### src/verilog/ifsl_pkg.sv
// Package for the low interrupt flag group: register map, field layout,
// reset values and limit widths.
// Assumes a plain strobe register port on one 50 MHz clock.
package ifsl_pkg;

    // Register word addresses
    localparam logic [3:0] IFSL_ADDR_FLAGS      = 4'h0;  // Sticky status, write one to clear
    localparam logic [3:0] IFSL_ADDR_MASK       = 4'h1;  // Interrupt enable mask
    localparam logic [3:0] IFSL_ADDR_LOWER      = 4'h2;  // lower_limit
    localparam logic [3:0] IFSL_ADDR_UPPER      = 4'h3;  // upper_limit
    localparam logic [3:0] IFSL_ADDR_STEP       = 4'h4;  // step_limit
    localparam logic [3:0] IFSL_ADDR_LAST       = 4'h5;  // Last ADC sample, read only
    localparam logic [3:0] IFSL_ADDR_CHECK      = 4'h6;  // Limit check enable bits

    // Flag positions
    localparam int IFSL_BIT_ADC      = 0;
    localparam int IFSL_BIT_XFORM    = 1;
    localparam int IFSL_BIT_FILTER   = 2;
    localparam int IFSL_BIT_TEMP     = 3;
    localparam int IFSL_BIT_BELOW    = 4;
    localparam int IFSL_BIT_ABOVE    = 5;
    localparam int IFSL_BIT_STEP     = 6;
    localparam int IFSL_BIT_AVERAGE  = 7;
    localparam int IFSL_BIT_SPREAD   = 8;
    localparam int IFSL_BIT_USER0    = 9;
    localparam int IFSL_NUM_FLAGS    = 12;

    // Check enable bit positions
    localparam int IFSL_CHK_MIN      = 0;
    localparam int IFSL_CHK_MAX      = 1;
    localparam int IFSL_CHK_STEP     = 2;

    localparam int IFSL_DATA_W       = 16;
    localparam int IFSL_BUS_W        = 32;

    // Reset values
    localparam logic [11:0] IFSL_FLAGS_RST = 12'h000;
    localparam logic [11:0] IFSL_MASK_RST  = 12'h000;
    localparam logic [15:0] IFSL_LOWER_RST = 16'h0000;
    localparam logic [15:0] IFSL_UPPER_RST = 16'hFFFF;
    localparam logic [15:0] IFSL_STEP_RST  = 16'hFFFF;
    localparam logic [2:0]  IFSL_CHECK_RST = 3'h0;

endpackage : ifsl_pkg

### src/verilog/ifsl_chk_if.sv
// Interface carrying limit-check verdicts from the checker to the flag core.
// Assumes both ends run on sys_clk.
`timescale 1ns/1ps
interface ifsl_chk_if;
    logic below;   // Sample below lower limit
    logic above;   // Sample above upper limit
    logic step;    // Step to previous sample over limit
    modport src (output below, output above, output step);
    modport dst (input below, input above, input step);
endinterface : ifsl_chk_if

### src/verilog/ifsl_limit_chk.sv
// ADC limit checker: compares each new sample against the lower, upper and
// step limits. Assumes samples arrive as one-cycle valid pulses on sys_clk.
`timescale 1ns/1ps
module ifsl_limit_chk
    import ifsl_pkg::*;
#(
    parameter int W = IFSL_DATA_W
)(
    // Clock and reset
    input  wire logic           sys_clk,
    input  wire logic           sys_rst,
    // Sample stream
    input  wire logic           sample_valid,
    input  wire logic [W-1:0]   sample,
    // Limits and enables
    input  wire logic [W-1:0]   lower_limit,
    input  wire logic [W-1:0]   upper_limit,
    input  wire logic [W-1:0]   step_limit,
    input  wire logic [2:0]     check_en,
    // Verdicts and history
    output logic     [W-1:0]    last_sample,
    ifsl_chk_if.src             chk
);

    logic have_last;   // No step exists before the first sample

    // Absolute difference, unsigned samples
    function automatic logic [W-1:0] abs_diff(input logic [W-1:0] a, input logic [W-1:0] b);
        abs_diff = (a >= b) ? (a - b) : (b - a);
    endfunction : abs_diff

    // Remember previous sample for the step check
    always_ff @(posedge sys_clk or posedge sys_rst)
    begin
        if (sys_rst)
        begin
            last_sample <= '0;
            have_last   <= 1'b0;
        end
        else if (sample_valid)
        begin
            last_sample <= sample;
            have_last   <= 1'b1;
        end
    end

    // Verdicts are one-cycle pulses alongside the sample
    assign chk.below = sample_valid && check_en[IFSL_CHK_MIN] && (sample < lower_limit);
    assign chk.above = sample_valid && check_en[IFSL_CHK_MAX] && (sample > upper_limit);
    assign chk.step  = sample_valid && check_en[IFSL_CHK_STEP] && have_last
                       && (abs_diff(sample, last_sample) > step_limit);

endmodule : ifsl_limit_chk

### src/verilog/ifsl_flags.sv
// Low interrupt flag group: sticky event flags, mask, interrupt output and
// the software register port. Assumes event inputs are one-cycle pulses
// from logic on sys_clk; the register master never issues both strobes.
//
// Added by the designer: the register offsets and the address-and-strobe port.
`timescale 1ns/1ps

// Overview of operation
// - Set step flag when two successive samples differ by more than step limit.
// - Step flag stays set until software clears it.
// - Set upper flag when a sample exceeds the upper limit.
// - Set lower flag when a sample falls below the lower limit.
// - Lower flag stays set until cleared.
// - Three user event flags, read only, reset to zero.
// - Temperature done flag, read only, resets to zero.
// - Filter ready flag reads one when second stage filter has a result.
// - Transform done flag reads one when the transform engine finishes.
// - ADC result flag reads one on a new conversion, resets to zero.
module ifsl_flags
    import ifsl_pkg::*;
#(
    parameter int W = IFSL_DATA_W
)(
    // Clock and reset
    input  wire logic                   sys_clk,
    input  wire logic                   sys_rst,
    // Event sources
    input  wire logic                   adc_valid,
    input  wire logic [W-1:0]           adc_data,
    input  wire logic                   transform_done,
    input  wire logic                   filter_ready,
    input  wire logic                   temperature_done,
    input  wire logic                   average_done,
    input  wire logic                   spread_done,
    input  wire logic [2:0]             seq_user_event,
    // Register port
    input  wire logic [3:0]             reg_addr,
    input  wire logic [IFSL_BUS_W-1:0]  reg_wdata,
    input  wire logic                   reg_wr,
    input  wire logic                   reg_rd,
    output logic      [IFSL_BUS_W-1:0]  reg_rdata,
    // Interrupt
    output logic                        irq
);

    logic [IFSL_NUM_FLAGS-1:0] flags;
    logic [IFSL_NUM_FLAGS-1:0] mask;
    logic [IFSL_NUM_FLAGS-1:0] events;
    logic [IFSL_NUM_FLAGS-1:0] clr;
    logic [IFSL_NUM_FLAGS-1:0] next_flags;
    logic [W-1:0]              lower_limit;
    logic [W-1:0]              upper_limit;
    logic [W-1:0]              step_limit;
    logic [W-1:0]              last_sample;
    logic [2:0]                check_en;
    logic [IFSL_BUS_W-1:0]     next_rdata;

    // Named sticky flags, gathered into the status layout below
    logic                      adc_result_flag;
    logic                      transform_done_flag;
    logic                      filter_ready_flag;
    logic                      temperature_done_flag;
    logic                      below_min_flag;
    logic                      above_max_flag;
    logic                      step_too_large_flag;
    logic                      average_done_flag;
    logic                      spread_done_flag;
    logic                      user_event0_flag;
    logic                      user_event1_flag;
    logic                      user_event2_flag;

    ifsl_chk_if chk ();

    // Register decode, shared by the clear path and every writable register
    // One compare function keeps the write and clear decodes from drifting apart
    function automatic logic addr_hit(input logic [3:0] addr, input logic [3:0] target);
        addr_hit = (addr == target);
    endfunction : addr_hit

    // Limit comparisons on every new ADC sample
    ifsl_limit_chk #(
        .W            (W)
    ) u_chk (
        .sys_clk      (sys_clk),
        .sys_rst      (sys_rst),
        .sample_valid (adc_valid),
        .sample       (adc_data),
        .lower_limit  (lower_limit),
        .upper_limit  (upper_limit),
        .step_limit   (step_limit),
        .check_en     (check_en),
        .last_sample  (last_sample),
        .chk          (chk)
    );

    // Gather event pulses into flag layout
    always_comb
    begin
        events                       = '0;
        events[IFSL_BIT_ADC]         = adc_valid;
        events[IFSL_BIT_XFORM]       = transform_done;
        events[IFSL_BIT_FILTER]      = filter_ready;
        events[IFSL_BIT_TEMP]        = temperature_done;
        events[IFSL_BIT_BELOW]       = chk.below;
        events[IFSL_BIT_ABOVE]       = chk.above;
        events[IFSL_BIT_STEP]        = chk.step;
        events[IFSL_BIT_AVERAGE]     = average_done;
        events[IFSL_BIT_SPREAD]      = spread_done;
        // Only the sequencer drives these; host writes cannot raise them
        events[IFSL_BIT_USER0 +: 3]  = seq_user_event;
    end

    // Write one to clear the status register
    assign clr = (reg_wr && addr_hit(reg_addr, IFSL_ADDR_FLAGS))
                 ? reg_wdata[IFSL_NUM_FLAGS-1:0] : '0;

    // Set wins over a clear in the same cycle so no event is lost
    assign next_flags = (flags & ~clr) | events;

    // Sticky flags, one process per flag so each source can be traced alone;
    // all of them follow next_flags, so a set still wins over a clear

    // ADC result: a new conversion result is available
    // Held until cleared, so a slow reader cannot miss a result
    always_ff @(posedge sys_clk or posedge sys_rst)
    begin
        if (sys_rst)
            adc_result_flag <= IFSL_FLAGS_RST[IFSL_BIT_ADC];
        else
            adc_result_flag <= next_flags[IFSL_BIT_ADC];
    end

    // Transform engine finished a result
    // Source is a one-cycle pulse; the flag stretches it for software
    always_ff @(posedge sys_clk or posedge sys_rst)
    begin
        if (sys_rst)
            transform_done_flag <= IFSL_FLAGS_RST[IFSL_BIT_XFORM];
        else
            transform_done_flag <= next_flags[IFSL_BIT_XFORM];
    end

    // Second stage filter has a new result ready
    // Same pulse stretching as the transform flag
    always_ff @(posedge sys_clk or posedge sys_rst)
    begin
        if (sys_rst)
            filter_ready_flag <= IFSL_FLAGS_RST[IFSL_BIT_FILTER];
        else
            filter_ready_flag <= next_flags[IFSL_BIT_FILTER];
    end

    // Temperature conversion result is available
    // Resets low so a stale result never shows after reset
    always_ff @(posedge sys_clk or posedge sys_rst)
    begin
        if (sys_rst)
            temperature_done_flag <= IFSL_FLAGS_RST[IFSL_BIT_TEMP];
        else
            temperature_done_flag <= next_flags[IFSL_BIT_TEMP];
    end

    // A sample fell below the lower limit
    // Stays set across later in-range samples until software clears it
    always_ff @(posedge sys_clk or posedge sys_rst)
    begin
        if (sys_rst)
            below_min_flag <= IFSL_FLAGS_RST[IFSL_BIT_BELOW];
        else
            below_min_flag <= next_flags[IFSL_BIT_BELOW];
    end

    // A sample rose above the upper limit
    // Equal to the limit is still in range
    always_ff @(posedge sys_clk or posedge sys_rst)
    begin
        if (sys_rst)
            above_max_flag <= IFSL_FLAGS_RST[IFSL_BIT_ABOVE];
        else
            above_max_flag <= next_flags[IFSL_BIT_ABOVE];
    end

    // Two successive samples differed by more than the step limit
    // Stays set until cleared, even if later steps are small
    always_ff @(posedge sys_clk or posedge sys_rst)
    begin
        if (sys_rst)
            step_too_large_flag <= IFSL_FLAGS_RST[IFSL_BIT_STEP];
        else
            step_too_large_flag <= next_flags[IFSL_BIT_STEP];
    end

    // Mean statistic finished
    // Kept sticky like the others so one clear rule covers the group
    always_ff @(posedge sys_clk or posedge sys_rst)
    begin
        if (sys_rst)
            average_done_flag <= IFSL_FLAGS_RST[IFSL_BIT_AVERAGE];
        else
            average_done_flag <= next_flags[IFSL_BIT_AVERAGE];
    end

    // Variance statistic finished
    // Kept sticky like the others so one clear rule covers the group
    always_ff @(posedge sys_clk or posedge sys_rst)
    begin
        if (sys_rst)
            spread_done_flag <= IFSL_FLAGS_RST[IFSL_BIT_SPREAD];
        else
            spread_done_flag <= next_flags[IFSL_BIT_SPREAD];
    end

    // Sequencer user event zero
    // Only the sequencer pulse sets it; host writes can only clear it
    always_ff @(posedge sys_clk or posedge sys_rst)
    begin
        if (sys_rst)
            user_event0_flag <= IFSL_FLAGS_RST[IFSL_BIT_USER0];
        else
            user_event0_flag <= next_flags[IFSL_BIT_USER0];
    end

    // Sequencer user event one
    // Only the sequencer pulse sets it; host writes can only clear it
    always_ff @(posedge sys_clk or posedge sys_rst)
    begin
        if (sys_rst)
            user_event1_flag <= IFSL_FLAGS_RST[IFSL_BIT_USER0 + 1];
        else
            user_event1_flag <= next_flags[IFSL_BIT_USER0 + 1];
    end

    // Sequencer user event two
    // Only the sequencer pulse sets it; host writes can only clear it
    always_ff @(posedge sys_clk or posedge sys_rst)
    begin
        if (sys_rst)
            user_event2_flag <= IFSL_FLAGS_RST[IFSL_BIT_USER0 + 2];
        else
            user_event2_flag <= next_flags[IFSL_BIT_USER0 + 2];
    end

    // Status word in the bit layout that software sees
    always_comb
    begin
        flags                        = '0;
        flags[IFSL_BIT_ADC]          = adc_result_flag;
        flags[IFSL_BIT_XFORM]        = transform_done_flag;
        flags[IFSL_BIT_FILTER]       = filter_ready_flag;
        flags[IFSL_BIT_TEMP]         = temperature_done_flag;
        flags[IFSL_BIT_BELOW]        = below_min_flag;
        flags[IFSL_BIT_ABOVE]        = above_max_flag;
        flags[IFSL_BIT_STEP]         = step_too_large_flag;
        flags[IFSL_BIT_AVERAGE]      = average_done_flag;
        flags[IFSL_BIT_SPREAD]       = spread_done_flag;
        flags[IFSL_BIT_USER0]        = user_event0_flag;
        flags[IFSL_BIT_USER0 + 1]    = user_event1_flag;
        flags[IFSL_BIT_USER0 + 2]    = user_event2_flag;
    end

    // Interrupt mask; a masked flag still latches, it only stays off irq
    // Masking never loses an event, so unmasking later raises irq on the edge after the mask loads
    always_ff @(posedge sys_clk or posedge sys_rst)
    begin
        if (sys_rst)
            mask <= IFSL_MASK_RST;
        else if (reg_wr && addr_hit(reg_addr, IFSL_ADDR_MASK))
            mask <= reg_wdata[IFSL_NUM_FLAGS-1:0];
    end

    // Lower limit for the below-range check
    // Takes effect from the next sample; no sample is checked twice
    always_ff @(posedge sys_clk or posedge sys_rst)
    begin
        if (sys_rst)
            lower_limit <= IFSL_LOWER_RST;
        else if (reg_wr && addr_hit(reg_addr, IFSL_ADDR_LOWER))
            lower_limit <= reg_wdata[W-1:0];
    end

    // Upper limit for the above-range check
    // Reset value is full scale, so nothing trips before it is written
    always_ff @(posedge sys_clk or posedge sys_rst)
    begin
        if (sys_rst)
            upper_limit <= IFSL_UPPER_RST;
        else if (reg_wr && addr_hit(reg_addr, IFSL_ADDR_UPPER))
            upper_limit <= reg_wdata[W-1:0];
    end

    // Largest allowed difference between successive samples
    // Reset value is full scale, so no step can exceed it
    always_ff @(posedge sys_clk or posedge sys_rst)
    begin
        if (sys_rst)
            step_limit <= IFSL_STEP_RST;
        else if (reg_wr && addr_hit(reg_addr, IFSL_ADDR_STEP))
            step_limit <= reg_wdata[W-1:0];
    end

    // Enables of the three limit checks; all off after reset
    // Writes to the status, last-sample or unmapped words touch none of these
    always_ff @(posedge sys_clk or posedge sys_rst)
    begin
        if (sys_rst)
            check_en <= IFSL_CHECK_RST;
        else if (reg_wr && addr_hit(reg_addr, IFSL_ADDR_CHECK))
            check_en <= reg_wdata[2:0];
    end

    // Read mux; unmapped addresses read zero
    always_comb
    begin
        next_rdata = '0;
        unique case (reg_addr)
            IFSL_ADDR_FLAGS: next_rdata[IFSL_NUM_FLAGS-1:0] = flags;
            IFSL_ADDR_MASK:  next_rdata[IFSL_NUM_FLAGS-1:0] = mask;
            IFSL_ADDR_LOWER: next_rdata[W-1:0]              = lower_limit;
            IFSL_ADDR_UPPER: next_rdata[W-1:0]              = upper_limit;
            IFSL_ADDR_STEP:  next_rdata[W-1:0]              = step_limit;
            IFSL_ADDR_LAST:  next_rdata[W-1:0]              = last_sample;
            IFSL_ADDR_CHECK: next_rdata[2:0]                = check_en;
            default:         next_rdata                     = '0;
        endcase
    end

    // Read data stands only in the cycle after the strobe
    always_ff @(posedge sys_clk or posedge sys_rst)
    begin
        if (sys_rst)
            reg_rdata <= '0;
        else if (reg_rd)
            reg_rdata <= next_rdata;
        else
            reg_rdata <= '0;
    end

    // Level interrupt from next_flags, registered so it changes on the same edge as the flags
    always_ff @(posedge sys_clk or posedge sys_rst)
    begin
        if (sys_rst)
            irq <= 1'b0;
        else
            irq <= |(next_flags & mask);
    end

endmodule : ifsl_flags

### config.mk
export PLATFORM = sky130hd
export DESIGN_NAME = ifsl_flags
export DESIGN_NICKNAME = d
export VERILOG_FILES = /design/src/verilog/ifsl_pkg.sv /design/src/verilog/ifsl_chk_if.sv /design/src/verilog/ifsl_limit_chk.sv /design/src/verilog/ifsl_flags.sv
export SDC_FILE = /design/constraint.sdc
export NUM_CORES = 1
export LEC_CHECK = 0
export BUFFER_PORTS_ARGS = -buffer_cell sky130_fd_sc_hd__clkbuf_2
export CAP_MARGIN = 20
export CORE_ASPECT_RATIO = 1.25
export CORE_MARGIN = 2
export CORE_UTILIZATION = 59
export CTS_CLUSTER_SIZE = 12
export DETAILED_ROUTE_END_ITERATION = 6
export GPL_TIMING_DRIVEN = 1
export HOLD_SLACK_MARGIN = 0.03
export PLACE_DENSITY = 0.87
export SLEW_MARGIN = 20
export SYNTH_ARGS = -nofsm -noshare
export SYNTH_HDL_FRONTEND = slang
export SYNTH_SLANG_ARGS = --single-unit
export TNS_END_PERCENT = 10
### constraint.sdc
create_clock -name sys_clk -period 4.4 [get_ports sys_clk]
set_clock_uncertainty 0.1 [all_clocks]
set_input_delay 0.66 -clock sys_clk [delete_from_list [all_inputs] [get_ports sys_clk]]
set_output_delay 0.66 -clock sys_clk [all_outputs]
set_load 0.05 [all_outputs]
* After elaboration in Yosys (flattened, before gate mapping)
Index checks and enable logic that the tools add are counted.
** Word-level totals
- Bits in registers :: 125
- Input bits :: 65
- Output and inout port bits :: 33
- Word-level logic and storage cells :: 58
** Cells by class
- $add $sub $neg :: 2
- Magnitude comparators :: 4
- Equality and inequality tests :: 6
- Multiplexer cells :: 6
- Bitwise operators :: 4
- Reductions and logical operators :: 15
** Operators with widths (count)
- case mux 9 bit (6 select lines) :: 1
- > comparator 16 bit :: 2
- two-way mux 16 bit :: 2
- subtractor 16 bit :: 2
- bitwise AND 12 bit :: 2
- case mux 3 bit (7 select lines) :: 1
- >= comparator 16 bit :: 1
- less-than comparator 16 bit :: 1
- case mux 4 bit (4 select lines) :: 1
- logical AND 1 bit :: 13
- equality test 4 x 3 -> 1 bit, second input constant :: 3
- two-way mux 12 bit :: 1
- inverter 12 bit :: 1
- bitwise OR 12 bit :: 1
- OR reduction 12 bit :: 1
- equality test 4 x 2 -> 1 bit, second input constant :: 2
- equality test 4 x 1 -> 1 bit, second input constant :: 1
- logical NOT 4 bit :: 1

* Logic depth before layout (Yosys ltp)
- Depth in word-level cells :: 8
- Depth in mapped cells :: 20
- Gate-level depth less buffers :: 19

* By module
From an unflattened synthesis, not the netlist that was laid out.
** Unflattened totals
- Cells, all modules :: 777
- Area total of the unflattened synthesis :: 7707.4 µm²
** Modules (own cells, without submodules)
- ifsl_flags :: instances 1, cells an instance 345, area each 4375.4 µm², sequential area each 2342.2 µm²
- ifsl_limit_chk :: instances 1, cells an instance 432, area each 3331.9 µm², sequential area each 425.4 µm²

* Worst setup path after synthesis
Ideal clock, no wire load.
- Kind :: in2reg
- Start :: input adc_data[0]
- End :: register irq
- Setup time :: 0.129 ns
- Arrival :: 3.844 ns
- Setup slack :: 0.328 ns
- Cell stages on the path :: 18
- Path buffers :: 1
- Cells stage by stage :: inv_1 -> ha_1 -> inv_1 -> fa_1 -> nand3_1 -> a21oi_1 -> o41ai_2 -> a41o_1 -> buf_2 -> mux2_2 -> ha_1 -> nor2b_1 -> o211ai_1 -> a21oi_1 -> o21ai_0 -> a31oi_1 -> and2_1 -> a2111o_1
** On the way
- Longest elaborated chain between the ends :: 7
** RTL lines
- start: declaration :: line ifsl_flags.sv:29 : input wire logic [W-1:0] adc_data,
- subtractor 16 bit or >= comparator 16 bit (tied branches) :: line ifsl_limit_chk.sv:29 : abs_diff = (a >= b) ? (a - b) : (b - a);
- two-way mux 16 bit :: line ifsl_limit_chk.sv:29
- > comparator 16 bit :: line ifsl_limit_chk.sv:51 : && (abs_diff(sample, last_sample) > step_limit);
- logical AND 1 bit :: line ifsl_limit_chk.sv:51
- bitwise OR 12 bit (*) :: line ifsl_flags.sv:118 : assign next_flags = (flags & ~clr) | events;
- bitwise AND 12 bit (*) :: line ifsl_flags.sv:344 : irq <= |(next_flags & mask);
- OR reduction 12 bit (*) :: line ifsl_flags.sv:344
- end signal: assignment :: line ifsl_flags.sv:344
- end: declaration :: line ifsl_flags.sv:43 : output logic irq
Every way passes the cells marked *; elsewhere a longest branch is shown, timed or not.
A chain may end at the register's enable or synchronous reset.

* Final worst setup path
Ends and elaborated chain as after synthesis.

==> metrics.txt <==
CTS buffer count 9; final worst path period need 4.265 ns; synthesis-to-layout area growth 13.63%; DP Cell Count 994; Starting Density 0.6053; Peak Freq 234.5 MHz; DR WL/cell 19.62 µm; Fill cells 913; Yosys cell types 56; Cell Count, Final, Fillers Out 1013; Antenna Nets Post-Route 0; # diodes 0; Async SR Flop Fraction 1.000; status complete, no violations; crit path DAT 4.40 ns; vias per cell 6.112; Tcrit/Tclk final 0.9693; Leak Pwr 3.970 nW; worst vdd ir 0.2996 mV; gr ovfl total 0; layout cells sized above 1 0.2827; Buffers on Ports 65; Synth warnings 0; DPL Wire Length 14850 µm; CTS tree yes; max-cap violation count 0; CTS clk-pin slew, worst paths 0.07 ns; sequential area share after synthesis 0.3759; Mapped Area 0.007362 mm²; 1st-iter DRT viols 631; H-tree depth 3; largest net degree at the start of global routing 42; relative slew slack 0.3941; number of synthesized flops with an enable pin 0; post-synthesis register bit count 109; # DRC 0; root buf cell clkbuf_16; full die area 0.01339 mm²; Ports 98; initial antenna violation count 0; worst skew pair latency 0.35 ns; Storage cell area 0.002768 mm²; Chip Height 128.9 µm; total track usage 0.3028; hold buffer count at CTS 0; first-pass GRT wire length 31730 µm; Vias 6191; multi-input logic area 0.004069 mm²; row count 45; Critical Path Start Type primary input; Final Max Slew Viols 0; Slew @ Worst Pin 0.9066 ns; Top FF cell, synth dfrtp_1; Crit Path Category in -> reg; Die X-Extent 103.9 µm; total power 0.003388 W; DRT Wirelength 19870 µm; Data required, critical path 4.53 ns; synthesized instance count 752; Sink Count 109; hold_ws 0.1815 ns; Final setup viols 0; Final Hold Fails 0; Core Area 0.01216 mm²; Avg Cell Area, Syn 9.790 µm²; power density over the cells 405.0 mW/mm²; routability cong. 0.9259; CP Max Fanout 12; TritonRoute pass-1 iters 6; deepest clock path buffer count 2; r2r setup slk 0.21 ns; vias in the first global route 6361; fin nets 989; hold crit path type in -> async; crit end category flip-flop
timing repair:
item	CTS	global route
setup buffers	0	3
endpoints found under the setup margin	0	1
resized for setup	0	6
cell usage in the layout, fill, tap and decap left out, types with 3 or more instances in the layout:
master     instances
nand3_1           11
a22oi_1           44
a21oi_1           44
o21ai_0           38
a31oi_1           15
dfstp_2           32
nand4_1           12
ha_1              78
inv_1             85
a211oi_1           3
nor2b_1            8
xnor2_1            9
mux2_2            66
nor2_1            19
conb_1            16
nand2b_1           5
o22ai_1            3
nand2_1           56
or2_2              4
xor2_1             6
and2_1             5
clkbuf_2          65
nor3_2             3
o211ai_1           7
o21ai_1            4
dfrtp_1           77
a21o_1            24
buf_4             46
o21a_1             4
mux2i_1            7
a21boi_0           3
clkbuf_16          9
a311oi_1           3
synthesized netlist by cell type, drive strengths merged, types with 2 or more instances:
cell type	instances	area (µm²)
inv	86	322.8
a21o	24	180.2
o21ai	42	210.2
nand3	11	55.05
dfstp	32	840.8
and2	5	31.28
nor2b	8	50.05
buf	29	210.2
o21a	4	30.03
fa	2	40.04
a21oi	45	225.2
a31oi	16	100.1
mux2i	8	80.08
a21boi	3	22.52
a22o	2	17.52
ha	78	975.9
nand2	56	210.2
o22ai	3	18.77
nand2b	5	31.28
nand4	12	75.07
nor3	4	30.03
clkbuf	17	63.81
mux2	66	743.2
a311oi	3	26.28
o211ai	7	52.55
a211oi	3	22.52
nor2	19	71.32
a22oi	44	330.3
o31ai	3	32.53
or2	4	25.02
a2111oi	2	17.52
xnor2	9	78.83
dfrtp	77	1927
xor2	6	52.55
power breakdown:
| part | total [W] | internal, W | switching [W] |
|---|---|---|---|
| Sequential | 0.00137 | 0.00122 | 0.000151 |
| Clock | 0.000827 | 0.000473 | 0.000354 |
| Combinational | 0.00119 | 0.000529 | 0.000661 |
path summary, 6_finish.rpt:
kind                            cells past startpoint                  from                   to
worst max-delay path                               20           adc_data[0]                  irq
worst min-delay path                                2               sys_rst      lower_limit[13]
worst max register to register                     18  u_chk.last_sample[0]                  irq
worst min register to register                      1   transform_done_flag  transform_done_flag
max in group asynchronous                           3               sys_rst        step_limit[2]
min in group sys_clk                                1   transform_done_flag  transform_done_flag
logic make-up after synthesis:
| group | after synthesis | share of synthesized area |
|---|---|---|
| compound gates | 209 | 0.1868 |
| buf+inv | 133 | 0.08158 |
| simple gates | 131 | 0.08753 |
| flops | 109 | 0.3759 |
| fa+ha+maj | 80 | 0.1380 |
| mux | 74 | 0.1118 |
| xor+xnor | 15 | 0.01785 |
| other cells | 1 | 0.0005094 |
final cells by class:
type	count	area share
multi-input combinational	525	0.4864
sequential	109	0.3308
timing repair buffer	112	0.08256
inverter	87	0.03934
clock buffer	13	0.03111
tap	164	0.02453
clock inverter	3	0.005235
through the flow:
stage / utilization / setup WS, ns / TNS [ns] / instance area (µm²)
after global routing: 0.6879 / -0.008819 / -0.008819 / 8366
after floorplan: - / 0.3275 / 0 / 7418
final: 0.6879 / 0.1350 / 0 / 8366
after CTS: 0.6849 / 0.1934 / 0 / 8329
after detailed placement: 0.6599 / -0.1625 / -0.1667 / 8025
after global placement: 0.6599 / -0.00005107 / -0.00005107 / 8025
sequential cells by signal, indices dropped and copies added (netlist names), 3 cells and up:
register,cells
u_chk.last_sample,16
check_en,3
lower_limit,16
reg_rdata,16
mask,12
step_limit,16
upper_limit,16
critical path, stage by stage:
cell and delay, ns:
clkbuf_2 0.09, inv_1 0.09, ha_1 0.17, inv_1 0.06
fa_1 0.40, nand3_1 0.12, a21oi_1 0.12, o41ai_2 0.38
a41o_1 0.27, buf_12 0.15, buf_4 0.13, mux2i_1 0.21
xor2_1 0.23, ha_1 0.27, nand4_1 0.15, a21oi_1 0.06
nor2_1 0.22, a31oi_2 0.17, and2_1 0.19, a2111o_1 0.27
per-layer routing:
metal,GRT usage,vias to the layer above,share of wire
met2,0.5286,277,0.50
met4,0.1614,0,0.045
met3,0.03597,63,0.062
met1,0.3701,3019,0.40
li1,-,2832,-
met5,0,-,0
(Power assumes the default switching activity.)
